===== config.mk =====
export PLATFORM = sky130hd
export DESIGN_NAME = pstab_top
export DESIGN_NICKNAME = d
export VERILOG_FILES = /design/src/logic/pstab_read_fmt.v /design/src/logic/pstab_page_map.v /design/src/logic/pstab_top.v
export VERILOG_INCLUDE_DIRS = /design/src /design/src/logic
export SDC_FILE = /design/constraint.sdc
export NUM_CORES = 1
export LEC_CHECK = 0
export ABC_AREA = 0
export BUFFER_PORTS_ARGS = -buffer_cell sky130_fd_sc_hd__buf_4
export CAP_MARGIN = 40
export CORE_ASPECT_RATIO = 1.2
export CORE_MARGIN = 4
export CORE_UTILIZATION = 29
export DETAILED_ROUTE_END_ITERATION = 12
export SETUP_SLACK_MARGIN = 0.3
export SYNTH_ARGS = -nofsm -noshare
export SYNTH_HDL_FRONTEND = slang
export SYNTH_SLANG_ARGS = --single-unit

===== constraint.sdc =====
create_clock -name ref_clk_i -period 4.71 [get_ports ref_clk_i]
set_input_delay 0.2355 -clock ref_clk_i [delete_from_list [all_inputs] [get_ports ref_clk_i]]
set_output_delay 0.2355 -clock ref_clk_i [all_outputs]
set_load 0.05 [all_outputs]

===== src/logic/pstab_map.vh =====
// constants for the program space table access block
`ifndef PSTAB_MAP_VH
`define PSTAB_MAP_VH

// ****************************************************************
// register bus offsets
// ****************************************************************
`define PSTAB_OFF_TBLPG      4'h0
`define PSTAB_OFF_RDPG       4'h1
`define PSTAB_OFF_WRPG       4'h2
`define PSTAB_OFF_LSTART_L   4'h3
`define PSTAB_OFF_LSTART_H   4'h4
`define PSTAB_OFF_STATUS     4'h5
`define PSTAB_OFF_LSTART_LD  4'h6

// ****************************************************************
// reset values and field positions
// ****************************************************************
`define PSTAB_TBLPG_RST      8'h00
`define PSTAB_RDPG_RST       10'h001
`define PSTAB_WRPG_RST       9'h001
`define PSTAB_RDPG_PS_MIN    10'h200
`define PSTAB_TBLPG_CFG_BIT  7
`define PSTAB_PAGE_SEL_BIT   15
`define PSTAB_ZERO16         16'h0000
`define PSTAB_ZERO8          8'h00
`define PSTAB_PC_STEP        23'h000002

// ****************************************************************
// operation codes
// ****************************************************************
`define PSTAB_OP_NONE        3'h0
`define PSTAB_OP_RD_LOW      3'h1
`define PSTAB_OP_RD_HIGH     3'h2
`define PSTAB_OP_WT_LOW      3'h3
`define PSTAB_OP_WT_HIGH     3'h4
`define PSTAB_OP_PG_RD       3'h5
`define PSTAB_OP_PG_WT       3'h6

`endif


===== src/logic/pstab_read_fmt.v =====
// table read result formatting for low and high operations
`timescale 1ns/100ps
`include "pstab_map.vh"

module pstab_read_fmt (
   // operation
   input  wire        high_i,
   input  wire        byte_mode_i,
   input  wire        byte_sel_i,
   // program word
   input  wire [23:0] prog_word_i,
   // result
   output reg  [15:0] data_o
);

   always @* begin
      data_o = `PSTAB_ZERO16;
      if (!high_i) begin
         if (!byte_mode_i)
            data_o = prog_word_i[15:0];
         else if (byte_sel_i)
            data_o = {`PSTAB_ZERO8, prog_word_i[15:8]};
         else
            data_o = {`PSTAB_ZERO8, prog_word_i[7:0]};
      end else begin
         if (!byte_mode_i)
            data_o = {`PSTAB_ZERO8, prog_word_i[23:16]};
         else if (!byte_sel_i)
            data_o = {`PSTAB_ZERO8, prog_word_i[23:16]};
         else
            data_o = `PSTAB_ZERO16;
      end
   end

endmodule


===== src/logic/pstab_page_map.v =====
// paged data address translation for read and write pages
`timescale 1ns/100ps
`include "pstab_map.vh"

module pstab_page_map (
   // request
   input  wire        write_i,
   input  wire [15:0] addr_i,
   // pages
   input  wire [9:0]  read_page_i,
   input  wire [8:0]  write_page_i,
   // result
   output reg         paged_o,
   output reg         to_prog_o,
   output reg  [23:0] ext_addr_o
);

   always @* begin
      paged_o    = addr_i[`PSTAB_PAGE_SEL_BIT];
      to_prog_o  = 1'b0;
      ext_addr_o = {8'h00, addr_i};
      if (addr_i[`PSTAB_PAGE_SEL_BIT]) begin
         if (write_i) begin
            // write page only ever lands in data space
            ext_addr_o = {write_page_i[8:0], addr_i[14:0]};
         end else if (read_page_i >= `PSTAB_RDPG_PS_MIN) begin
            to_prog_o  = 1'b1;
            // 8 Mbyte view: page bits 7..0 over program words, bit 8 dropped in pstab_top
            ext_addr_o = {read_page_i[8:0], addr_i[14:0]};
         end else begin
            ext_addr_o = {read_page_i[8:0], addr_i[14:0]};
         end
      end
   end

endmodule


===== src/logic/pstab_top.v =====
// program space table access and paged data space address mapping
//
// Functional notes
// - read page at or above 200h reads program
// - paged writes never reach program space
// - reads use read page, writes write page
// - page plus upper address picks 32K window
// - program counter steps by two per word
// - low ops lower word, high ops upper byte
// - table ops reach program space directly
// - table reads have byte and word modes
// - word low read returns bits 15..0
// - byte low read picks byte by select
// - word high read zero-extends bits 23..16
// - byte high read phantom byte reads zero
// - table page register, bit 7 selects config
// - loop start registers are read-only
`timescale 1ns/100ps
`include "pstab_map.vh"

module pstab_top (
   // clock and reset
   input  wire        ref_clk_i,
   input  wire        reset_i,
   // register port
   input  wire [3:0]  reg_addr_i,
   input  wire [15:0] reg_wdata_i,
   input  wire        reg_wr_i,
   input  wire        reg_rd_i,
   output reg  [15:0] reg_rdata_o,
   // core operation request
   input  wire        op_valid_i,
   input  wire [2:0]  op_code_i,
   input  wire        op_byte_i,
   input  wire [15:0] op_addr_i,
   input  wire [15:0] op_wdata_i,
   // loop start capture from core sequencer
   input  wire        loop_load_i,
   input  wire [22:0] loop_pc_i,
   // program counter step
   input  wire        pc_advance_i,
   input  wire        pc_load_i,
   input  wire [22:0] pc_load_val_i,
   output reg  [22:0] pc_o,
   // program memory port
   output reg         prog_en_o,
   output reg         prog_we_o,
   output reg         prog_we_high_o,
   output reg         prog_cfg_o,
   output reg  [23:0] prog_addr_o,
   output reg  [23:0] prog_wdata_o,
   input  wire [23:0] prog_rdata_i,
   // data memory port
   output reg         data_en_o,
   output reg         data_we_o,
   output reg  [23:0] data_addr_o,
   output reg  [15:0] data_wdata_o,
   input  wire [15:0] data_rdata_i,
   // operation result
   output reg         rd_valid_o,
   output reg  [15:0] rd_data_o
);

   // ****************************************************************
   // states
   // ****************************************************************
   localparam ST_IDLE = 2'b00;
   localparam ST_PROG = 2'b01;
   localparam ST_DATA = 2'b10;

   // ****************************************************************
   // registers
   // ****************************************************************
   reg  [7:0]  table_page_reg;
   reg  [9:0]  data_read_page_reg;
   reg  [8:0]  data_write_page_reg;
   reg  [7:0]  loop_start_addr_high;
   reg  [15:0] loop_start_addr_low;
   reg  [1:0]  state;
   reg         pend_high;
   reg         pend_byte;
   reg         pend_sel;
   reg         last_to_prog;

   wire [15:0] fmt_data;
   wire        pg_paged;
   wire        pg_to_prog;
   wire [23:0] pg_addr;

   reg  [15:0] next_rdata;

   function is_table_op;
      input [2:0] code;
      begin
         is_table_op = (code == `PSTAB_OP_RD_LOW) ||
                       (code == `PSTAB_OP_RD_HIGH) ||
                       (code == `PSTAB_OP_WT_LOW) ||
                       (code == `PSTAB_OP_WT_HIGH);
      end
   endfunction

   function [23:0] table_addr;
      input [7:0]  page;
      input [15:0] addr;
      begin
         // word address; byte select bit dropped
         table_addr = {page, addr[15:1], 1'b0};
      end
   endfunction

   // ****************************************************************
   // helpers
   // ****************************************************************
   pstab_read_fmt u_fmt (
      .high_i      (pend_high),
      .byte_mode_i (pend_byte),
      .byte_sel_i  (pend_sel),
      .prog_word_i (prog_rdata_i),
      .data_o      (fmt_data)
   );

   pstab_page_map u_map (
      .write_i      (op_code_i == `PSTAB_OP_PG_WT),
      .addr_i       (op_addr_i),
      .read_page_i  (data_read_page_reg),
      .write_page_i (data_write_page_reg),
      .paged_o      (pg_paged),
      .to_prog_o    (pg_to_prog),
      .ext_addr_o   (pg_addr)
   );

   // ****************************************************************
   // register port
   // ****************************************************************
   always @* begin
      next_rdata = `PSTAB_ZERO16;
      case (reg_addr_i)
         `PSTAB_OFF_TBLPG:    next_rdata = {8'h00, table_page_reg};
         `PSTAB_OFF_RDPG:     next_rdata = {6'h00, data_read_page_reg};
         `PSTAB_OFF_WRPG:     next_rdata = {7'h00, data_write_page_reg};
         `PSTAB_OFF_LSTART_L: next_rdata = loop_start_addr_low;
         `PSTAB_OFF_LSTART_H: next_rdata = {8'h00, loop_start_addr_high};
         `PSTAB_OFF_STATUS:   next_rdata = {13'h0000, last_to_prog, state};
         default:             next_rdata = `PSTAB_ZERO16;
      endcase
   end

   always @(posedge ref_clk_i) begin
      if (reset_i) begin
         reg_rdata_o         <= `PSTAB_ZERO16;
         table_page_reg      <= `PSTAB_TBLPG_RST;
         data_read_page_reg  <= `PSTAB_RDPG_RST;
         data_write_page_reg <= `PSTAB_WRPG_RST;
         loop_start_addr_high <= `PSTAB_ZERO8;
         loop_start_addr_low <= `PSTAB_ZERO16;
      end else begin
         reg_rdata_o <= reg_rd_i ? next_rdata : `PSTAB_ZERO16;
         if (reg_wr_i) begin
            case (reg_addr_i)
               `PSTAB_OFF_TBLPG:
                  table_page_reg <= reg_wdata_i[7:0];
               `PSTAB_OFF_RDPG:
                  data_read_page_reg <= reg_wdata_i[9:0];
               `PSTAB_OFF_WRPG:
                  data_write_page_reg <= reg_wdata_i[8:0];
               // loop start writes fall here and are dropped
               default: ;
            endcase
         end
         // only the core sequencer updates loop start
         if (loop_load_i) begin
            loop_start_addr_high <= {1'b0, loop_pc_i[22:16]};
            loop_start_addr_low  <= loop_pc_i[15:0];
         end
      end
   end

   // ****************************************************************
   // program counter
   // ****************************************************************
   always @(posedge ref_clk_i) begin
      if (reset_i)
         pc_o <= 23'h000000;
      else if (pc_load_i)
         pc_o <= {pc_load_val_i[22:1], 1'b0};
      else if (pc_advance_i)
         pc_o <= pc_o + `PSTAB_PC_STEP;
   end

   // ****************************************************************
   // operation sequencing
   // ****************************************************************
   always @(posedge ref_clk_i) begin
      if (reset_i) begin
         state          <= ST_IDLE;
         prog_en_o      <= 1'b0;
         prog_we_o      <= 1'b0;
         prog_we_high_o <= 1'b0;
         prog_cfg_o     <= 1'b0;
         prog_addr_o    <= 24'h000000;
         prog_wdata_o   <= 24'h000000;
         data_en_o      <= 1'b0;
         data_we_o      <= 1'b0;
         data_addr_o    <= 24'h000000;
         data_wdata_o   <= `PSTAB_ZERO16;
         rd_valid_o     <= 1'b0;
         rd_data_o      <= `PSTAB_ZERO16;
         pend_high      <= 1'b0;
         pend_byte      <= 1'b0;
         pend_sel       <= 1'b0;
         last_to_prog   <= 1'b0;
      end else begin
         prog_en_o      <= 1'b0;
         prog_we_o      <= 1'b0;
         prog_we_high_o <= 1'b0;
         data_en_o      <= 1'b0;
         data_we_o      <= 1'b0;
         rd_valid_o     <= 1'b0;
         case (state)
            ST_IDLE: begin
               if (op_valid_i && is_table_op(op_code_i)) begin
                  // straight to program memory, no data path
                  prog_en_o   <= 1'b1;
                  prog_addr_o <= table_addr(table_page_reg, op_addr_i);
                  prog_cfg_o  <=
                     table_page_reg[`PSTAB_TBLPG_CFG_BIT];
                  pend_high <= (op_code_i == `PSTAB_OP_RD_HIGH);
                  pend_byte <= op_byte_i;
                  pend_sel  <= op_addr_i[0];
                  if (op_code_i == `PSTAB_OP_WT_LOW) begin
                     prog_we_o    <= 1'b1;
                     prog_wdata_o <= {8'h00, op_wdata_i};
                  end else if (op_code_i == `PSTAB_OP_WT_HIGH) begin
                     prog_we_high_o <= 1'b1;
                     prog_wdata_o   <= {op_wdata_i[7:0], 16'h0000};
                  end else begin
                     state <= ST_PROG;
                  end
               end else if (op_valid_i &&
                            op_code_i == `PSTAB_OP_PG_RD) begin
                  pend_high <= 1'b0;
                  pend_byte <= 1'b0;
                  pend_sel  <= 1'b0;
                  last_to_prog <= pg_to_prog;
                  if (pg_to_prog) begin
                     prog_en_o   <= 1'b1;
                     prog_cfg_o  <= 1'b0;
                     prog_addr_o <= {pg_addr[22:0], 1'b0};
                     state       <= ST_PROG;
                  end else begin
                     data_en_o   <= 1'b1;
                     data_addr_o <= pg_addr;
                     state       <= ST_DATA;
                  end
               end else if (op_valid_i &&
                            op_code_i == `PSTAB_OP_PG_WT) begin
                  last_to_prog <= 1'b0;
                  data_en_o    <= 1'b1;
                  data_we_o    <= 1'b1;
                  data_addr_o  <= pg_addr;
                  data_wdata_o <= op_wdata_i;
               end
            end
            ST_PROG: begin
               rd_valid_o <= 1'b1;
               rd_data_o  <= fmt_data;
               state      <= ST_IDLE;
            end
            ST_DATA: begin
               rd_valid_o <= 1'b1;
               rd_data_o  <= data_rdata_i;
               state      <= ST_IDLE;
            end
            default: state <= ST_IDLE;
         endcase
      end
   end

endmodule


==> reports/qor.txt, run 1 <==
RUN STATUS
--------------------------------------------------------------------------------
Status ............................................................ finished clean

GLOBAL ROUTE
--------------------------------------------------------------------------------
Initial antenna violation count ...................................            0
Largest net degree at the start of global routing .................          102
Number of global-route vias before repair .........................         8778
First-pass GRT wire length ........................................     48500 um
Combined global-route utilization of all metal layers .............        17.5%
Remaining global-route overflow ...................................            0

DETAILED ROUTING
--------------------------------------------------------------------------------
Routed wire length per instance ...................................      17.4 um
Total Wirelength ..................................................     30800 um
Drt initial violations ............................................          541
Number of nets with antenna violations after routing ..............            0
Vias per inst .....................................................         5.11
Via count .........................................................         9027
Pre-antenna DRT Iters .............................................            6
Post-detailed-route DRC marker count ..............................            0

CELLS AND AREA
--------------------------------------------------------------------------------
Count of filler cells inserted in the layout ......................         2925
Non-filler cells, final ...........................................         1767
Regs by FF count .................................................. data_addr_o: 24 flops, prog_wdata_o: 24 flops, prog_addr_o: 23 flops
Post-Route Utilization ............................................        43.4%
Layout Area Growth over Synthesis .................................        46.7%
Fin nets ..........................................................         1514
Fraction of layout cells with a size suffix above 1 ...............        28.4%
Finished Cell Area ................................................    12900 um2

YOSYS
--------------------------------------------------------------------------------
Library cell with the largest summed area after synthesis ......... sky130_fd_sc_hd__dfxtp_1
Cells after synthesis .............................................         1031
Post-Syn Area per Cell ............................................     8.55 um2
Top-count cell post-synth ......................................... sky130_fd_sc_hd__dfxtp_1
Yosys warning count ...............................................            0
Most frequent cells after synthesis ............................... 204 x sky130_fd_sc_hd__dfxtp_1, 135 x sky130_fd_sc_hd__nand2_1, 129 x sky130_fd_sc_hd__a21oi_1
Count of flip-flops with a built-in enable after synthesis ........            0
Post-synthesis instance area ......................................     8810 um2
Synthesis-stage register bit count ................................          204
Unique cell type count in the Yosys netlist .......................           59
Dominant cells by area after synthesis ............................ sky130_fd_sc_hd__dfxtp_1 46%, sky130_fd_sc_hd__a21oi_1 7.3%, sky130_fd_sc_hd__nand2_1 5.8%
Most used flip-flop cell after synthesis .......................... sky130_fd_sc_hd__dfxtp_1
Yosys top cell area share .........................................        46.3%
Async SR Flop Fraction ............................................           0%
Register area share after synthesis ...............................        46.3%

PLACEMENT
--------------------------------------------------------------------------------
Count of placed standard cells including taps .....................         1643
DP HPWL ...........................................................     21200 um
RePlAce Congestion ................................................        0.869
Placed Instance Area ..............................................    11300 um2
IO buf count ......................................................          290

TIMING
--------------------------------------------------------------------------------
Worst Clk Skew ....................................................    0.0262 ns
Crit share post-route .............................................        49.1%
Number of setup violations in the final report ....................            0
RSZ-0062 raised after global routing ..............................        false
Tmin final ........................................................      2.31 ns
Final hold violation count ........................................            0
F_max .............................................................      432 MHz
Rel. slew slack ...................................................        37.8%
Total negative slack ..............................................         0 ns
Worst-margin pin slew .............................................     0.932 ns
Number of pins exceeding their max-slew limit in the final report .            0

CTS
--------------------------------------------------------------------------------
Number of buffers added by the clock tree synthesis step ..........           24
Clock transition at the registers of the reported paths ...........      0.06 ns
CTS tree ..........................................................          yes
Clock net sink count ..............................................          204
Root Buffer ....................................................... sky130_fd_sc_hd__clkbuf_16
Worst-Skew Late Latency ...........................................      0.53 ns
H-tree levels .....................................................            1
Clock Tree Buf Depth ..............................................            3

FLOW RUN
--------------------------------------------------------------------------------
Total of max-cap violations .......................................            0

WORST SETUP PATH
--------------------------------------------------------------------------------
Number of cells on the worst reg-to-reg path ......................            7
Data arrival time at the worst-slack endpoint .....................      2.69 ns
Worst setup path start ............................................ state[0]$_SDFFE_PP0P_
R2r setup slk .....................................................      2.40 ns
Highest net fanout along the worst path ...........................           12
Critical path required time .......................................      5.08 ns
Crit path kind .................................................... register to register
Kind of start point of the critical path ..........................     register
Worst reg2reg path startpoint ..................................... state[0]$_SDFFE_PP0P_
Kind of end point of the critical path ............................     register

FLOORPLAN
--------------------------------------------------------------------------------
Number of standard-cell rows in the floorplan .....................           69
Starting Density ..................................................        29.6%
Die width .........................................................       167 um
Area of the placeable core ........................................    29800 um2
Die height ........................................................       199 um
Num ports .........................................................          300
Die Area ..........................................................    33300 um2

POWER
--------------------------------------------------------------------------------
Peak supply drop ..................................................       284 uV
Pwr per Cell Area .................................................   344 nW/um2
Leakage ...........................................................      5.16 nW

WORST HOLD PATH
--------------------------------------------------------------------------------
Hold Path Class ................................................... input pin to register
Startpoint of the most critical hold path ......................... pc_load_val_i[12]
Hold Crit Depth ...................................................            3

[power breakdown]
| group | switching [W] | internal (W) |
|---|---|---|
| sequential | 0.0000627 | 0.00180 |
| clock | 0.000744 | 0.00105 |
| combinational | 0.000476 | 0.000314 |
| total | 0.00128 | 0.00316 |
[metrics by stage]
stage	setup WS, ns	hold WS (ns)	power (W)
2_1_floorplan	2.30	0.357	0.00234
3_3_place_gp	2.22	0.435	0.00261
3_5_place_dp	2.39	0.448	0.00264
4_1_cts	2.38	0.00819	0.00451
5_1_grt	2.19	0.0343	0.00464
6_report	2.40	0.0306	0.00445
[critical path, stage by stage (launching register included)]
cell                       delay, ns
sky130_fd_sc_hd__dfxtp_1        0.33
sky130_fd_sc_hd__inv_1          0.11
sky130_fd_sc_hd__ha_1           0.36
sky130_fd_sc_hd__nand2_1        0.22
sky130_fd_sc_hd__or2_2          0.38
sky130_fd_sc_hd__nor2_2         0.42
sky130_fd_sc_hd__buf_6          0.24
sky130_fd_sc_hd__a311oi_1       0.10
[layout make-up]
| type | count | area, um2 | area share, % |
|---|---|---|---|
| Antenna cell | 1 | 2.50 | 0.0194 |
| Clock buffer | 32 | 671 | 5.19 |
| Clock inverter | 9 | 83.8 | 0.649 |
| Inverter | 9 | 33.8 | 0.261 |
| Multi-Input combinational cell | 731 | 4350 | 33.7 |
| Sequential cell | 204 | 4080 | 31.6 |
| Tap cell | 390 | 488 | 3.78 |
| Timing Repair Buffer | 391 | 3210 | 24.8 |
[cells by family (layout without fill, tap and decap cells)]
| group | count (synthesis) | after routing | share of synthesized area [%] |
|---|---|---|---|
| buffers and inverters | 97 | 441 | 4.63 |
| AO/OA/AOI/OAI | 296 | 296 | 21.6 |
| flip-flops | 204 | 204 | 46.3 |
| other | 1 | 3 | 0.0426 |
| XOR/XNOR | 13 | 13 | 1.29 |
| adder cells (fa/ha/maj) | 3 | 3 | 0.426 |
| AND/OR/NAND/NOR | 375 | 375 | 20.8 |
| multiplexers | 42 | 42 | 4.90 |
[routing by layer]
layer  GRT usage, %  vias up  part of all wire [%]
met5              0        -                     0
met4           5.68        0                   3.1
met3           4.65       53                   8.1
met2           29.0      329                    47
met1           22.3     4268                    42
li1               -     4377                     -
[layout by cell type (no fill, tap or decap), drive strengths merged, types with 3 or more instances in the layout]
master and instances:
a211oi 19, a21bo 9, a21oi 129, a22o 18
a22oi 17, a311oi 25, a31o 8, a31oi 11
and2 15, and3 6, buf 309, clkbuf 32
clkinv 7, dfxtp 204, dlygate4sd3 82, ha 3
inv 9, mux2 9, mux2i 33, nand2 135
nand2b 12, nand3 60, nand3b 5, nand4 18
nor2 69, nor2b 3, nor3 12, nor3b 15
nor4 8, nor4b 3, o211ai 5, o21ai 34
o221ai 8, or2 3, or3b 5, or4 3
xnor2 10, xor2 3
[path summary, 6_finish.rpt]
| path | endpoint |
|---|---|
| worst max-delay path | prog_addr_o[11]$_SDFFE_PP0P_ |
| worst min-delay path | pc_o[12]$_SDFFE_PP0P_ |
| worst max register to register | prog_addr_o[11]$_SDFFE_PP0P_ |
| worst min register to register | data_wdata_o[3]$_SDFFE_PP0P_ |
[repair_timing]
item	4_1_cts	5_1_grt
gates resized for setup	0	0
buffers inserted	0	0
hold buffers	82	0
setup endpoints to repair	0	0
endpoints found under the hold margin	129	0
No activity file was read; power rests on OpenSTA's default activity.
==> run 2, diff against run 1 <==
==> constraint.sdc (replaced) <==
create_clock -name ref_clk_i -period 2.42 [get_ports ref_clk_i]
set_input_delay 0.121 -clock ref_clk_i [delete_from_list [all_inputs] [get_ports ref_clk_i]]
set_output_delay 0.121 -clock ref_clk_i [all_outputs]
set_load 0.05 [all_outputs]
==> run 2 against run 1 <==
Compared with the run above: core utilization rose by 1.2 points; final cell count increased by 2.3%; combinational power increased by 100%; clock-buffer cell count grew 2; worst setup slack got worse by 1.9 ns; die area unchanged; clock power grew 93%; clock skew decreased by 0.012 ns; sequential power increased by 95%; maximum frequency increased by 17%; non-clock buffer count is 42 higher; first-iteration DRC count grew 15%.
==> reports/qor.txt, run 2 (synthesized netlist as in run 1, its figures left out) <==
FLOORPLAN
--------------------------------------------------------------------------------
Die Area ..........................................................    33300 um2
Area of the placeable core ........................................    29800 um2
Die width .........................................................       167 um
Num ports .........................................................          300
Number of standard-cell rows in the floorplan .....................           69
Starting Density ..................................................        29.6%
Die height ........................................................       199 um

DETAILED ROUTING
--------------------------------------------------------------------------------
Vias per inst .....................................................         5.05
Pre-antenna DRT Iters .............................................            5
Post-detailed-route DRC marker count ..............................            0
Routed wire length per instance ...................................      17.6 um
Via count .........................................................         9125
Drt initial violations ............................................          623
Total Wirelength ..................................................     31800 um
Number of nets with antenna violations after routing ..............            0

PLACEMENT
--------------------------------------------------------------------------------
RePlAce Congestion ................................................        0.903
DP HPWL ...........................................................     22200 um
IO buf count ......................................................          290

GLOBAL ROUTE
--------------------------------------------------------------------------------
Largest net degree at the start of global routing .................           69
Number of global-route vias before repair .........................         8933
Initial antenna violation count ...................................            0
Remaining global-route overflow ...................................            0
Combined global-route utilization of all metal layers .............        17.8%
First-pass GRT wire length ........................................     48700 um

WORST SETUP PATH
--------------------------------------------------------------------------------
Highest net fanout along the worst path ...........................            7
Kind of start point of the critical path ..........................     register
Data arrival time at the worst-slack endpoint .....................      2.40 ns
Kind of end point of the critical path ............................     register
Crit path kind .................................................... register to register
Critical path required time .......................................      2.85 ns

TIMING
--------------------------------------------------------------------------------
Final hold violation count ........................................            0
Tmin final ........................................................      1.97 ns
Crit share post-route .............................................        81.4%
F_max .............................................................      508 MHz
RSZ-0062 raised after global routing ..............................        false
Number of setup violations in the final report ....................            0
Number of pins exceeding their max-slew limit in the final report .            0
Worst-margin pin slew .............................................     0.832 ns
Rel. slew slack ...................................................        44.0%
Worst Clk Skew ....................................................    0.0145 ns
Total negative slack ..............................................         0 ns

CTS
--------------------------------------------------------------------------------
Root Buffer ....................................................... sky130_fd_sc_hd__clkbuf_16
Clock Tree Buf Depth ..............................................            3
Clock net sink count ..............................................          204
Worst-Skew Late Latency ...........................................      0.50 ns
CTS tree ..........................................................          yes
Number of buffers added by the clock tree synthesis step ..........           23
H-tree levels .....................................................            1
Clock transition at the registers of the reported paths ...........      0.06 ns

POWER
--------------------------------------------------------------------------------
Peak supply drop ..................................................       517 uV
Pwr per Cell Area .................................................   652 nW/um2
Final Power .......................................................    0.00866 W
Leakage ...........................................................      5.30 nW

CELLS AND AREA
--------------------------------------------------------------------------------
Layout Area Growth over Synthesis .................................        50.6%
Regs by FF count .................................................. data_addr_o: 24 flops, prog_wdata_o: 24 flops, prog_addr_o: 23 flops
Leading cell types in the layout, fill and taps excluded .......... 319 x sky130_fd_sc_hd__buf_4, 191 x sky130_fd_sc_hd__dfxtp_1, 135 x sky130_fd_sc_hd__nand2_1
Most common cell after layout, fill and taps aside ................ sky130_fd_sc_hd__buf_4
Fin nets ..........................................................         1555
Fraction of layout cells with a size suffix above 1 ...............        28.8%
Post-Route Utilization ............................................        44.6%
Antenna diode instance count ......................................            0

RUN STATUS
--------------------------------------------------------------------------------
Status ............................................................ finished clean

FLOW RUN
--------------------------------------------------------------------------------
Total of max-cap violations .......................................            0

WORST HOLD PATH
--------------------------------------------------------------------------------
Hold Path Class ................................................... input pin to register

run 2: cell types whose count changed in the layout (fill, tap and decap cells not counted), moves of 6 or more:
cell,before,now
sky130_fd_sc_hd__dfxtp_1,204,191
sky130_fd_sc_hd__dfxtp_2,0,6
sky130_fd_sc_hd__dlygate4sd3_1,82,113
sky130_fd_sc_hd__buf_4,299,319
sky130_fd_sc_hd__dfxtp_4,0,7
run 2: power by group:
group          switching (W)  internal (W)
clock network        0.00139       0.00206
logic               0.000943      0.000640
registers           0.000114       0.00350
total                0.00245       0.00620
run 2: worst paths after layout:
| path | from | end | slack, ns | cells after the start |
|---|---|---|---|---|
| setup / recovery | pc_o[10]$_SDFFE_PP0P_ | pc_o[17]$_SDFFE_PP0P_ | 0.45 | 5 |
| hold / removal | pc_load_val_i[19] | pc_o[19]$_SDFFE_PP0P_ | 0.04 | 5 |
| setup reg to reg | pc_o[10]$_SDFFE_PP0P_ | pc_o[17]$_SDFFE_PP0P_ | 0.45 | 5 |
| hold reg to reg | data_wdata_o[0]$_SDFFE_PP0P_ | data_wdata_o[0]$_SDFFE_PP0P_ | 0.45 | 2 |
run 2: metal layers:
layer  vias up  track usage, %  share of wire, %
li1       4459               -                 -
met1      4293            21.2                40
met2       315            31.6                50
met3        58            3.64               5.9
met4         0            6.95               3.6
met5         -               0                 0
run 2: stage by stage:
| stage | instance area [um2] | setup WS (ns) | cells | hold slack (ns) |
|---|---|---|---|---|
| finish | 13300 | 0.450 | 1808 | 0.0409 |
| global route | 13300 | 0.360 | 1808 | 0.0755 |
| CTS | 13200 | 0.420 | 1805 | 0.0253 |
| detailed placement | 11400 | 0.430 | 1651 | 0.344 |
| global placement | 11400 | 0.476 | 1651 | 0.339 |
| floorplan | 8850 | 0.301 | 1032 | 0.242 |
run 2: final cells by class:
cell class	instances	area (um2)
fillers	2873	16500
multi-input cells	731	4360
flip-flops and latches	204	4120
repair buffers	433	3540
clock buffers	34	647
well taps	390	488
clock inverters	7	91.3
inverters	9	33.8
run 2: timing repair:
item                       4_1_cts  5_1_grt
hold endpoints to repair       177        0
setup endpoints to repair        0       23
resized for setup                0        3
hold buffers                   113        0
setup buffers                    0        3
run 2: critical path, stage by stage, from the launching register on:
cell and delay (ns):
sky130_fd_sc_hd__dfxtp_2 0.38, sky130_fd_sc_hd__nand4_4 0.16, sky130_fd_sc_hd__or4_4 0.60, sky130_fd_sc_hd__buf_4 0.17
sky130_fd_sc_hd__or4_1 0.49, sky130_fd_sc_hd__o211ai_1 0.09
==> run 3, diff against run 2 <==
==> constraint.sdc (replaced) <==
create_clock -name ref_clk_i -period 1.95 [get_ports ref_clk_i]
set_input_delay 0.0975 -clock ref_clk_i [delete_from_list [all_inputs] [get_ports ref_clk_i]]
set_output_delay 0.0975 -clock ref_clk_i [all_outputs]
set_load 0.05 [all_outputs]
==> run 3 against run 2 <==
Compared with the run above: via count is 2.6% higher; clock skew is 0.0032 ns lower; combinational power is 32% higher; core utilization is 1.8 points higher; final cell count is 2.0% higher; non-clock buffer count is 31 higher; maximum frequency is 3.9% higher; sequential power is 23% higher; largest cell class unchanged; largest power group is now the clock network.
==> reports/qor.txt, run 3 (synthesized netlist as in run 1, its figures left out) <==
PLACEMENT
--------------------------------------------------------------------------------
IO buf count ......................................................          290
DP HPWL ...........................................................     22800 um
RePlAce Congestion ................................................        0.831

WORST SETUP PATH
--------------------------------------------------------------------------------
Critical path buffer and inverter count ...........................            0
Kind of start point of the critical path ..........................     register
Data arrival time at the worst-slack endpoint .....................      2.32 ns
Crit path kind .................................................... register to register
Kind of end point of the critical path ............................     register
Highest net fanout along the worst path ...........................            5
Worst reg2reg path startpoint ..................................... pc_o[4]$_SDFFE_PP0P_
CP max stage delay ................................................      0.53 ns
Crit-path leading delay family .................................... simple AND/OR/NAND/NOR gates
Worst setup path start ............................................ pc_o[4]$_SDFFE_PP0P_
Critical path, cell by cell ....................................... nand4_2 > or4_4 > or3_2 > a311oi_2
Slowest-stage cell, CP ............................................ sky130_fd_sc_hd__or4_4
Critical path required time .......................................      2.37 ns

CELLS AND AREA
--------------------------------------------------------------------------------
Storage cell area .................................................     4130 um2
Fin nets ..........................................................         1588
Leading cell types in the layout, fill and taps excluded .......... 331 x sky130_fd_sc_hd__buf_4, 188 x sky130_fd_sc_hd__dfxtp_1, 134 x sky130_fd_sc_hd__nand2_1
Area of the multi-input gates .....................................     4410 um2
Most common cell after layout, fill and taps aside ................ sky130_fd_sc_hd__buf_4
Fraction of layout cells with a size suffix above 1 ...............        31.6%
Regs by FF count .................................................. data_addr_o: 24 flops, prog_wdata_o: 24 flops, prog_addr_o: 23 flops
Layout Area Growth over Synthesis .................................        56.8%
Count of filler cells inserted in the layout ......................         2919

DETAILED ROUTING
--------------------------------------------------------------------------------
Via count .........................................................         9364
Post-detailed-route DRC marker count ..............................            0
Routed wire length per instance ...................................      17.9 um
Pre-antenna DRT Iters .............................................            5
Vias per inst .....................................................         5.08
Number of nets with antenna violations after routing ..............            0
Drt initial violations ............................................          584
Total Wirelength ..................................................     33100 um

GLOBAL ROUTE
--------------------------------------------------------------------------------
Largest net degree at the start of global routing .................           52
Combined global-route utilization of all metal layers .............        18.6%
First-pass GRT wire length ........................................     50900 um
Remaining global-route overflow ...................................            0
Initial antenna violation count ...................................            1
Number of global-route vias before repair .........................         9381

RUN STATUS
--------------------------------------------------------------------------------
Status ............................................................ finished clean

TIMING
--------------------------------------------------------------------------------
Number of pins exceeding their max-slew limit in the final report .            0
RSZ-0062 raised after global routing ..............................         true
Worst-margin pin slew .............................................     0.590 ns
Number of setup violations in the final report ....................            0
Hold slack final ..................................................    0.0278 ns
F_max .............................................................      527 MHz
Tmin final ........................................................      1.90 ns
Crit share post-route .............................................        97.2%
Rel. slew slack ...................................................        60.7%
Worst Clk Skew ....................................................    0.0113 ns
Final hold violation count ........................................            0

CTS
--------------------------------------------------------------------------------
H-tree levels .....................................................            1
CTS tree ..........................................................          yes
Clock net sink count ..............................................          204
Root Buffer ....................................................... sky130_fd_sc_hd__clkbuf_16
Worst-Skew Late Latency ...........................................      0.53 ns
Clock transition at the registers of the reported paths ...........      0.06 ns
Clock Tree Buf Depth ..............................................            3
Number of buffers added by the clock tree synthesis step ..........           25

FLOORPLAN
--------------------------------------------------------------------------------
Die Area ..........................................................    33300 um2
Die width .........................................................       167 um
Area of the placeable core ........................................    29800 um2
Number of standard-cell rows in the floorplan .....................           69
Die height ........................................................       199 um
Starting Density ..................................................        29.6%
Num ports .........................................................          300

POWER
--------------------------------------------------------------------------------
Pwr per Cell Area .................................................   834 nW/um2
Leakage ...........................................................      5.58 nW
Peak supply drop ..................................................       612 uV
Final Power .......................................................     0.0115 W

FLOW RUN
--------------------------------------------------------------------------------
Total of max-cap violations .......................................            0

WORST HOLD PATH
--------------------------------------------------------------------------------
Hold Path Class ................................................... input pin to register
Startpoint of the most critical hold path ......................... pc_load_val_i[19]

## run 3: changes by cell type in the layout (fill, tap and decap cells not counted), sizes merged
| cell | before | now |
|---|---|---|
| clkinv | 3 | 6 |
| dlygate4sd3 | 113 | 121 |
| buf | 320 | 343 |
| clkinvlp | 1 | 0 |
| inv | 10 | 11 |
| clkbuf | 34 | 35 |
| bufinv | 2 | 3 |
| diode | 0 | 1 |
## run 3: worst paths after layout
path | slack (ns) | depth (start not counted) | endpoint
min | 0.03 | 5 | pc_o[19]$_SDFFE_PP0P_
max reg2reg | 0.05 | 4 | pc_o[16]$_SDFFE_PP0P_
min reg2reg | 0.45 | 1 | reg_rdata_o[14]$_SDFF_PP0_
max | 0.05 | 4 | pc_o[16]$_SDFFE_PP0P_
## run 3: through the flow
step | util [%] | TNS (ns) | area (um2) | setup WS (ns) | cells
after floorplan | - | -0.149 | 8880 | -0.0857 | 1032
after global placement | 38.4 | 0 | 11400 | 0.0363 | 1661
after detailed placement | 38.5 | 0 | 11500 | 0.0817 | 1662
after CTS | 46.0 | 0 | 13700 | 0.120 | 1837
after global routing | 46.4 | 0 | 13800 | 0.0123 | 1845
final | 46.4 | 0 | 13800 | 0.0542 | 1845
## run 3: power breakdown
part           switching, W  total (W)  internal, W
registers          0.000129    0.00447      0.00435
clock network       0.00187    0.00496      0.00310
logic               0.00122    0.00208     0.000860
## run 3: layer usage
layer,up-vias,global-route usage [%],wire length (um)
met5,-,0,0
met4,0,8.96,1680
met3,93,3.64,2010
met2,350,32.6,16200
met1,4393,21.8,13200
li1,4528,-,-
## run 3: worst min-delay path: cells and delay by family
family                 cells  cell delay (ns)
buffers and inverters      1             0.08
and+or+nand+nor            2             0.13
AOI/OAI and AO/OA          2             0.22
## run 3: area by class of cell
cell class | instances | area share [%]
timing repair buffer | 464 | 27.9
tap | 390 | 3.53
inverter | 9 | 0.245
sequential | 204 | 29.9
clock inverter | 11 | 1.02
multi-input combinational | 731 | 31.9
antenna | 1 | 0.0181
clock buffer | 35 | 5.46
## run 3: repair_timing
| item | CTS | global route |
|---|---|---|
| resized for setup | 12 | 21 |
| hold endpoints to repair | 180 | 0 |
| setup buffers | 7 | 7 |
| setup endpoints to repair | 82 | 78 |
| pin swaps | 2 | 8 |
| gates cloned | 1 | 0 |
| hold buffers | 121 | 0 |
